## src/rtl/scc_cfg.svh

```systemverilog
// Purpose: constants for the converter control block
// Assumes: included by its bare name
// Notes: codes marked as chosen here are listed for the bench
`ifndef SCC_CFG_SVH
`define SCC_CFG_SVH

// result width and byte layout
`define SCC_RES_W 10
`define SCC_LEFT_PAD 6
// converter clock cycles per conversion
`define SCC_NORMAL_TICKS 13
`define SCC_FIRST_TICKS 25
// trigger select code meaning "completion flag" (free running)
`define SCC_TRIG_FREE 3'h0
// channel codes at or above this are differential pairs
`define SCC_DIFF_BASE 5'h08
// reset values
`define SCC_SEL_RST 7'h00
`define SCC_BYTE_RST 8'h00

`endif

```

## src/rtl/scc_pkg.sv

```systemverilog
// Purpose: types shared by the converter control block
// Assumes: nothing
// Notes: constants live in scc_cfg.svh
`default_nettype none
package scc_pkg;
    // sequencer phases
    typedef enum logic [1:0] {
        IDLE,
        WAIT_TICK,
        CONVERT
    } scc_state_t;

    // selection handed to the analog side
    typedef struct packed {
        logic [1:0] reference;
        logic [4:0] channel;
    } scc_sel_t;

    // the two readable data bytes
    typedef struct packed {
        logic [7:0] high;
        logic [7:0] low;
    } scc_bytes_t;
endpackage
`default_nettype wire

```

## src/rtl/scc_converter_control.sv

```systemverilog
// Purpose: control for a 10-bit successive-approximation converter
// Assumes: all inputs synchronous to clk; read strobes are one-cycle
// Notes: prescaler ratio is a parameter; no register bus
//
// Contract
// - zero is ground, top is ref minus LSB
// - reference choice applied from reference select bits
// - channel and gain taken from channel select field
// - differential uses gain; single-ended bypasses amplifier
// - selections applied only once converter is enabled
// - result right-justified, or left when adjust set
// - low byte read locks data; completions discarded
// - high byte read unlocks data byte updates
// - completion flag sets even when result discarded
// - start bit begins conversion, clears at end
// - channel change waits for running conversion end
// - auto-trigger enable starts conversions from selected trigger
// - trigger rising edge resets prescaler, starts conversion
// - trigger level held high starts nothing new
// - trigger edge during conversion ignored, not queued
// - trigger flag must be cleared before retriggering
// - completion-flag trigger restarts regardless of clearing
// - start bit works and reads one during conversion
// - thirteen converter cycles; first after enable twenty-five
// - at end: store result, set flag, clear start
// - prescaler runs only while enabled
`default_nettype none
`include "scc_cfg.svh"

module scc_converter_control #(
    parameter int PRESCALE_DIV = 2,
    parameter int TRIG_W = 8
) (
    input wire logic clk,
    input wire logic rst_n,
    input wire logic converterEnable,
    input wire logic startWrite,
    input wire logic autoTriggerEnable,
    input wire logic [2:0] triggerSourceSelect,
    input wire logic [TRIG_W-1:0] triggerIn,
    input wire logic leftAdjustResult,
    input wire scc_pkg::scc_sel_t selectWrite,
    input wire logic lowByteRead,
    input wire logic highByteRead,
    input wire logic flagClear,
    input wire logic completionIrqEnable,
    input wire logic globalIrqEnable,
    input wire logic compareIn,
    output logic startConversion,
    output logic conversionCompleteFlag,
    output logic irqRequest,
    output scc_pkg::scc_bytes_t resultBytes,
    output scc_pkg::scc_sel_t appliedSel,
    output logic gainBypass,
    output logic coreEnable,
    output logic sampleHold,
    output logic [`SCC_RES_W-1:0] sarDac
);

    localparam int PW = (PRESCALE_DIV > 1) ? $clog2(PRESCALE_DIV) : 1;
    localparam logic [PW-1:0] PRE_LAST = PW'(PRESCALE_DIV - 1);
    localparam logic [4:0] NORMAL_LAST = 5'(`SCC_NORMAL_TICKS - 1);
    localparam logic [4:0] FIRST_LAST = 5'(`SCC_FIRST_TICKS - 1);
    localparam logic [4:0] NORMAL_SAMPLE = 5'(`SCC_NORMAL_TICKS - 12);
    localparam logic [4:0] FIRST_SAMPLE = 5'(`SCC_FIRST_TICKS - 12);

    scc_pkg::scc_state_t state;
    logic [PW-1:0] preCount;
    logic [4:0] tickCount;
    logic firstConv;
    logic enablePrev;
    logic trigPrev;
    logic locked;
    logic [`SCC_RES_W-1:0] sarMask;
    logic [`SCC_RES_W-1:0] result;
    logic preTick;
    logic trigNow;
    logic trigEdge;
    logic freeRun;
    logic autoStart;
    logic swStart;
    logic lastTick;
    logic sampleTick;
    logic finishing;
    logic restart;
    logic [`SCC_RES_W-1:0] finalCode;
    logic [`SCC_RES_W-1:0] next_dac;
    logic [`SCC_RES_W-1:0] next_mask;
    logic storeNow;
    logic [`SCC_RES_W-1:0] shownCode;

    // selected trigger and its edge against last cycle's sample
    assign trigNow = triggerIn[triggerSourceSelect];
    assign freeRun = (triggerSourceSelect == `SCC_TRIG_FREE);
    assign trigEdge = trigNow & ~trigPrev;
    // level alone never starts; edges while busy are dropped, and the
    // waiting phase counts as busy so a late edge cannot stretch the wait
    assign autoStart = converterEnable && autoTriggerEnable && !freeRun
        && trigEdge && (state == scc_pkg::IDLE);
    assign swStart = converterEnable && startWrite
        && (state == scc_pkg::IDLE);
    assign preTick = (preCount == PRE_LAST);
    assign lastTick = preTick
        && (tickCount == (firstConv ? FIRST_LAST : NORMAL_LAST));
    assign sampleTick = preTick
        && (tickCount == (firstConv ? FIRST_SAMPLE : NORMAL_SAMPLE));
    assign finishing = (state == scc_pkg::CONVERT) && lastTick
        && converterEnable;
    // completion flag as trigger: restart whatever the flag shows
    assign restart = finishing && autoTriggerEnable && freeRun;

    // trigger history runs even while disabled: a level that is already
    // high when the converter is enabled is not a fresh edge
    always_ff @(posedge clk)
    begin
        if (!rst_n)
            trigPrev <= 1'b0;
        else
            trigPrev <= trigNow;
    end

    // prescaler held in reset while disabled, restarted by a trigger
    always_ff @(posedge clk)
    begin
        if (!rst_n || !converterEnable)
            preCount <= '0;
        else if (autoStart)
            preCount <= '0;
        else if (preTick)
            preCount <= '0;
        else
            preCount <= preCount + 1'b1;
    end

    // first conversion after enable runs long for analog warm-up
    always_ff @(posedge clk)
    begin
        if (!rst_n)
        begin
            enablePrev <= 1'b0;
            firstConv <= 1'b1;
        end
        else
        begin
            enablePrev <= converterEnable;
            if (converterEnable && !enablePrev)
                firstConv <= 1'b1;
            else if (finishing)
                firstConv <= 1'b0;
        end
    end

    // sequencer: start waits for the next converter clock edge
    always_ff @(posedge clk)
    begin
        if (!rst_n || !converterEnable)
        begin
            state <= scc_pkg::IDLE;
            tickCount <= '0;
        end
        else
        begin
            unique case (state)
                scc_pkg::IDLE:
                begin
                    tickCount <= '0;
                    if (swStart || autoStart)
                        state <= scc_pkg::WAIT_TICK;
                end
                scc_pkg::WAIT_TICK:
                begin
                    tickCount <= '0;
                    // no trigger edge is taken here; the next tick begins
                    if (preTick)
                        state <= scc_pkg::CONVERT;
                end
                scc_pkg::CONVERT:
                begin
                    if (lastTick)
                    begin
                        tickCount <= '0;
                        // free running goes straight on
                        state <= restart ? scc_pkg::CONVERT
                                         : scc_pkg::IDLE;
                    end
                    else if (preTick)
                        tickCount <= tickCount + 1'b1;
                end
            endcase
        end
    end

    // start bit mirrors activity; the final cycle clears it
    always_ff @(posedge clk)
    begin
        if (!rst_n || !converterEnable)
            startConversion <= 1'b0;
        else if (swStart || autoStart)
            startConversion <= 1'b1;
        else if (finishing)
            startConversion <= restart;
    end

    // successive approximation: trial bit kept if input is at or above it
    always_comb
    begin
        next_dac = sarDac;
        next_mask = sarMask;
        if (sampleTick)
        begin
            next_dac = {1'b1, {(`SCC_RES_W-1){1'b0}}};
            next_mask = {1'b1, {(`SCC_RES_W-1){1'b0}}};
        end
        else if (preTick && (sarMask != '0))
        begin
            if (!compareIn)
                next_dac = sarDac & ~sarMask;
            next_dac = next_dac | (sarMask >> 1);
            next_mask = sarMask >> 1;
        end
    end

    // last decision lands one tick before completion, so next_dac equals sarDac
    assign finalCode = next_dac;

    // a low byte read in the finishing cycle locks as well, since that
    // read saw the old bytes; a same-cycle high byte read unlocks
    assign storeNow = finishing && !locked
        && !(lowByteRead && !highByteRead);
    // bytes are formatted from the code being stored in the same edge,
    // so a read can never pair an old low byte with a new high byte
    assign shownCode = storeNow ? finalCode : result;

    always_ff @(posedge clk)
    begin
        if (!rst_n || (state != scc_pkg::CONVERT))
        begin
            sarDac <= '0;
            sarMask <= '0;
            sampleHold <= 1'b0;
        end
        else
        begin
            sarDac <= next_dac;
            sarMask <= next_mask;
            sampleHold <= sampleTick;
        end
    end

    // data lock between low and high byte reads
    always_ff @(posedge clk)
    begin
        if (!rst_n)
            locked <= 1'b0;
        else if (highByteRead)
            locked <= 1'b0;
        else if (lowByteRead)
            locked <= 1'b1;
    end

    // a locked completion is discarded, not deferred
    always_ff @(posedge clk)
    begin
        if (!rst_n)
            result <= '0;
        else if (storeNow)
            result <= finalCode;
    end

    // byte layout follows the adjust bit at all times
    always_ff @(posedge clk)
    begin
        if (!rst_n)
        begin
            resultBytes.high <= `SCC_BYTE_RST;
            resultBytes.low <= `SCC_BYTE_RST;
        end
        else if (leftAdjustResult)
        begin
            resultBytes.high <= shownCode[9:2];
            resultBytes.low <= {shownCode[1:0], {`SCC_LEFT_PAD{1'b0}}};
        end
        else
        begin
            resultBytes.high <= {{`SCC_LEFT_PAD{1'b0}}, shownCode[9:8]};
            resultBytes.low <= shownCode[7:0];
        end
    end

    // completion flag: set wins over a same-cycle clear
    always_ff @(posedge clk)
    begin
        if (!rst_n)
            conversionCompleteFlag <= 1'b0;
        else if (finishing)
            conversionCompleteFlag <= 1'b1;
        else if (flagClear)
            conversionCompleteFlag <= 1'b0;
    end

    // interrupt request, registered one cycle behind the flag
    always_ff @(posedge clk)
    begin
        if (!rst_n)
            irqRequest <= 1'b0;
        else
            irqRequest <= conversionCompleteFlag && completionIrqEnable
                && globalIrqEnable;
    end

    // selection tracks software only while enabled and not mid-conversion;
    // it reopens in the final converter clock cycle
    always_ff @(posedge clk)
    begin
        if (!rst_n)
        begin
            appliedSel <= `SCC_SEL_RST;
            gainBypass <= 1'b1;
        end
        else if (converterEnable && ((state != scc_pkg::CONVERT)
            || (tickCount == (firstConv ? FIRST_LAST : NORMAL_LAST))))
        begin
            appliedSel <= selectWrite;
            gainBypass <= (selectWrite.channel < `SCC_DIFF_BASE);
        end
    end

    // analog core powered only while enabled, saving power when disabled
    always_ff @(posedge clk)
    begin
        if (!rst_n)
            coreEnable <= 1'b0;
        else
            coreEnable <= converterEnable;
    end

endmodule // scc_converter_control
`default_nettype wire

```

## config.mk

```make
export PLATFORM = sky130hd
export DESIGN_NAME = scc_converter_control
export DESIGN_NICKNAME = d
export VERILOG_FILES = /design/src/rtl/scc_pkg.sv /design/src/rtl/scc_converter_control.sv
export VERILOG_INCLUDE_DIRS = /design/src /design/src/rtl
export SDC_FILE = /design/constraint.sdc
export NUM_CORES = 1
export LEC_CHECK = 0
export BUFFER_PORTS_ARGS = -buffer_cell sky130_fd_sc_hd__buf_4
export CAP_MARGIN = 20
export CORE_MARGIN = 5
export CORE_UTILIZATION = 45
export CTS_BUF_LIST = sky130_fd_sc_hd__clkbuf_16
export DETAILED_ROUTE_END_ITERATION = 8
export PLACE_DENSITY_LB_ADDON = 0.2
export SKIP_CTS_REPAIR_TIMING = 1
export SYNTH_ARGS = -nofsm -noshare
export SYNTH_HDL_FRONTEND = slang
export SYNTH_SLANG_ARGS = --single-unit
```

## constraint.sdc

```tcl
create_clock -name clk -period 6.5 [get_ports clk]
set_clock_uncertainty 0.15 [all_clocks]
set_input_delay 0 -clock clk [delete_from_list [all_inputs] [get_ports clk]]
set_output_delay 0 -clock clk [all_outputs]
set_load 0.03 [all_outputs]
```

==> flow_summary_export.csv <==
group,metric,value,unit
run_status,outcome,"complete, but fails checks",
run_status,violations,"hold timing",
detailed_routing,ant_nets,0,
synth,ys_warn_count,0,
timing,whs,-0.0179,ns
timing,relSlewSlack,53.6,%
timing,fin_crit_sh,37.8,%
synth,syn-cell-area,2720,µm²
timing,grt_setup_unrepaired,"false",
min_path,hold_end,"startConversion$_SDFFE_PP0P_",
floorplanning,io_pins,69,
cells_and_area,area_growth,37.3,%
timing,slew_viol_final,0,
worst_setup_path,critPathTopFamily,"compound AO/OA/AOI/OAI gates",
synth,async_reset_ff_share,0,%
cells_and_area,drive_gt1_share,26.4,%
pwr,pwr-share-comb,7.5,%
synth,syn_area_per_cell,9.47,µm²
cells_and_area,nets,410,
floorplanning,fp.dieH,87.7,µm
synth,synth_most_common_cell,"dfxtp_1",
synth,synth_seq_cells,70,
placed_design,gp_congestion,0.814,
pwr,p_sw,0.217,mW
timing,worst_pin_slew,0.694,ns
grt,top_usage_layer,"met2",
detailed_routing,drc,0,
cts,clock_latency,0.33,ns
placed_design,dpl.hpwl,4.34,mm
floorplanning,row_count,28,
cells_and_area,n_antenna_cell,0,
timing,layout_min_cycle_time,2.46,ns
worst_setup_path,worstRegToRegCells,7,
synth,ys_seq_area_share,51.6,%
grt,gr-usage-met3,6.21,%
worst_setup_path,max_stage_delay,0.63,ns
floorplanning,dieArea,7690,µm²
detailed_routing,drt-wirelength-per-cell,14.0,µm
timing,finalSetupTns,0,ns
cts,cts_tree,"built",
grt,grt_max_degree,28,
cts,clock-sinks,70,
cts,cts_buffers,9,
pwr,total_leakage_power,1.53,nW
detailed_routing,drt_iter0_drc,134,
worst_setup_path,critPathSlowestCell,"a211oi_4",
detailed_routing,routed_wl,6.36,mm
pwr,p_seq_share,46.5,%
min_path,min_path_type,"input pin to flip-flop",
cts,clk_path_buf_depth,2,
synth,synthesis.instances,287,
synth,yosysTopAreaCellShare,51.6,%
synth,ys.flop_type,"dfxtp_1",
pwr,powerDensity,252,nW/µm²
worst_setup_path,worstSetupEndpointType,"flip-flop",
worst_setup_path,reg2reg_slack,4.04,ns
worst_setup_path,crit_path_max_fanout,16,
synth,syn-num-nets,323,
synth,synth_edf_count,0,
floorplanning,die_w,87.7,µm
cells_and_area,final_util,63.4,%
worst_setup_path,required,6.54,ns
pwr,p_sw_share,23.0,%
grt,grt_util_met2,26.9,%
floorplanning,floorplan.initialDensity,46.2,%
synth,ys_types,45,
cts,cts_htree_levels,3,
pwr,power_frac_clock,46.0,%
grt,antenna_found_initial,0,
worst_setup_path,rr_startpoint,"state[0]$_SDFFE_PP0P_",
worst_setup_path,worstPathCellList,"inv_1, ha_1, nand4_1, a211oi_4, nand2_2, mux2i_1, o22ai_1",
min_path,worstHoldPathCells,4,
worst_setup_path,path_class,"flip-flop to flip-flop",
worst_setup_path,regToRegEndpoint,"resultBytes[8]$_SDFF_PN0_",
worst_setup_path,arrival,2.50,ns
pwr,p_int,0.725,mW
detailed_routing,via_count,2312,
timing,fmax,407,MHz
grt,grt_pass1_wl,10.2,mm
timing,setup_viol,0,
placed_design,portBuffers,68,
synth,synth_common_cells,"70 x dfxtp_1, 56 x nor2_1, 21 x nand2_1, 20 x mux2i_1, 16 x a21oi_1",
worst_setup_path,critPathLaunchType,"flip-flop",
synth,synth_area_leaders,"dfxtp_1 52%, nor2_1 7.7%, mux2i_1 7.4%",
grt,first_global_vias,2182,
pwr,ir_worst_vdd,0.179,mV
cts,cts-root-buf,"clkbuf_16",
grt,grt_usage,17.1,%
grt,grtUsageMet1,22.0,%
timing,finalHoldViolCount,2,
floorplanning,core_area,5890,µm²
synth,synth_area_leader_cell,"dfxtp_1",
detailed_routing,drtPass1Iterations,5,
detailed_routing,vias_per_cell,5.09,
worst_setup_path,critPathBufInv,1,
min_path,hold_start,"startWrite",
grt,globalRouteOverflowTotal,0,
flow_run,max_cap_violations,0,
cts,path_clk_slew,0.05,ns
-- registers in the layout (all words and copies together), names as in the netlist --
| register | cells |
|---|---|
| sampleHold | 1 |
| firstConv | 1 |
| startConversion | 1 |
| result | 10 |
| coreEnable | 1 |
| gainBypass | 1 |
| sarMask | 10 |
| conversionCompleteFlag | 1 |
| irqRequest | 1 |
| state | 2 |
| tickCount | 5 |
| sarDac | 10 |
| resultBytes | 16 |
| preCount | 1 |
| locked | 1 |
| appliedSel | 7 |
| trigPrev | 1 |
-- stage by stage --
stage	cells	setup slack, ns	instance area, µm²	hold slack [ns]	power, mW
final	454	4.04	3730	-0.0179	0.942
after global routing	454	3.88	3730	0.00797	0.979
after CTS	436	4.05	3550	-0.312	0.942
after detailed placement	420	4.08	3280	0.0292	0.509
after global placement	420	4.16	3280	0.0247	0.508
after floorplan	287	4.45	2720	-0.0707	0.481
-- layout by cell type, fill, tap and decap left out, types with 2 or more instances in the layout --
cell type      count
dfxtp_1           70
buf_4             70
nor2_1            56
nand2_1           21
mux2i_1           20
dlygate4sd3_1     18
a21oi_1           16
inv_1             14
clkbuf_16          9
a22oi_1            7
nand2b_1           7
a31o_2             6
ha_1               6
nor2b_1            4
nand4_1            4
and3_1             3
nor3_1             3
nand3_1            3
o22ai_1            3
o21ai_0            2
a22o_1             2
nand3b_1           2
mux2_2             2
nor4_1             2
xor2_1             2
xnor2_1            2
clkinv_4           2
clkinv_2           2
-- per-layer routing --
metal	part of all wire, %	vias up	wire, µm
met2	46	61	2960
met1	46	1086	2920
met3	6.3	8	402
li1	-	1157	-
met5	0	-	0
met4	1.2	0	78
-- worst min-delay path: cells and delay by family --
family	cells	cell delay (ns)
AO/OA/AOI/OAI	2	0.20
buffers and inverters	1	0.07
AND/OR/NAND/NOR	1	0.14
-- power by group through the flow --
| stage | logic, mW | registers [mW] | clock network, mW |
|---|---|---|---|
| global placement | 0.0613 | 0.446 | 0 |
| detailed placement | 0.0620 | 0.447 | 0 |
| global route | 0.0766 | 0.438 | 0.464 |
| CTS | 0.0622 | 0.437 | 0.442 |
| finish | 0.0711 | 0.438 | 0.433 |
| floorplan | 0.0278 | 0.454 | 0 |
-- logic make-up (layout without fill, tap and decap cells) --
kind of cell | count (synthesis) | in the layout | synth area share (%)
mux | 23 | 23 | 8.75
buf+inv | 25 | 117 | 3.73
compound gates | 49 | 49 | 13.6
fa+ha+maj | 6 | 6 | 2.76
simple gates | 110 | 110 | 18.3
flops | 70 | 70 | 51.6
xor+xnor | 4 | 4 | 1.29
-- final cells by class --
cell class / count / area (µm²)
fillers: 496 / 2150
clock inverters: 7 / 42.5
repair buffers: 88 / 706
multi-input cells: 192 / 1210
inverters: 13 / 48.8
clock buffers: 9 / 225
flip-flops and latches: 70 / 1400
well taps: 75 / 93.8
-- worst max path at each step --
stage | from | cells after the start | endpoint | slack [ns]
floorplan | state[0]$_SDFFE_PP0P_ | 9 | resultBytes[6]$_SDFF_PN0_ | 4.45
global placement | state[0]$_SDFFE_PP0P_ | 7 | resultBytes[9]$_SDFF_PN0_ | 4.16
detailed placement | state[0]$_SDFFE_PP0P_ | 7 | resultBytes[8]$_SDFF_PN0_ | 4.08
CTS | state[0]$_SDFFE_PP0P_ | 7 | resultBytes[8]$_SDFF_PN0_ | 4.05
global route | state[0]$_SDFFE_PP0P_ | 7 | resultBytes[8]$_SDFF_PN0_ | 3.88
finish | state[0]$_SDFFE_PP0P_ | 7 | resultBytes[8]$_SDFF_PN0_ | 4.04
(Power assumes the default switching activity.)
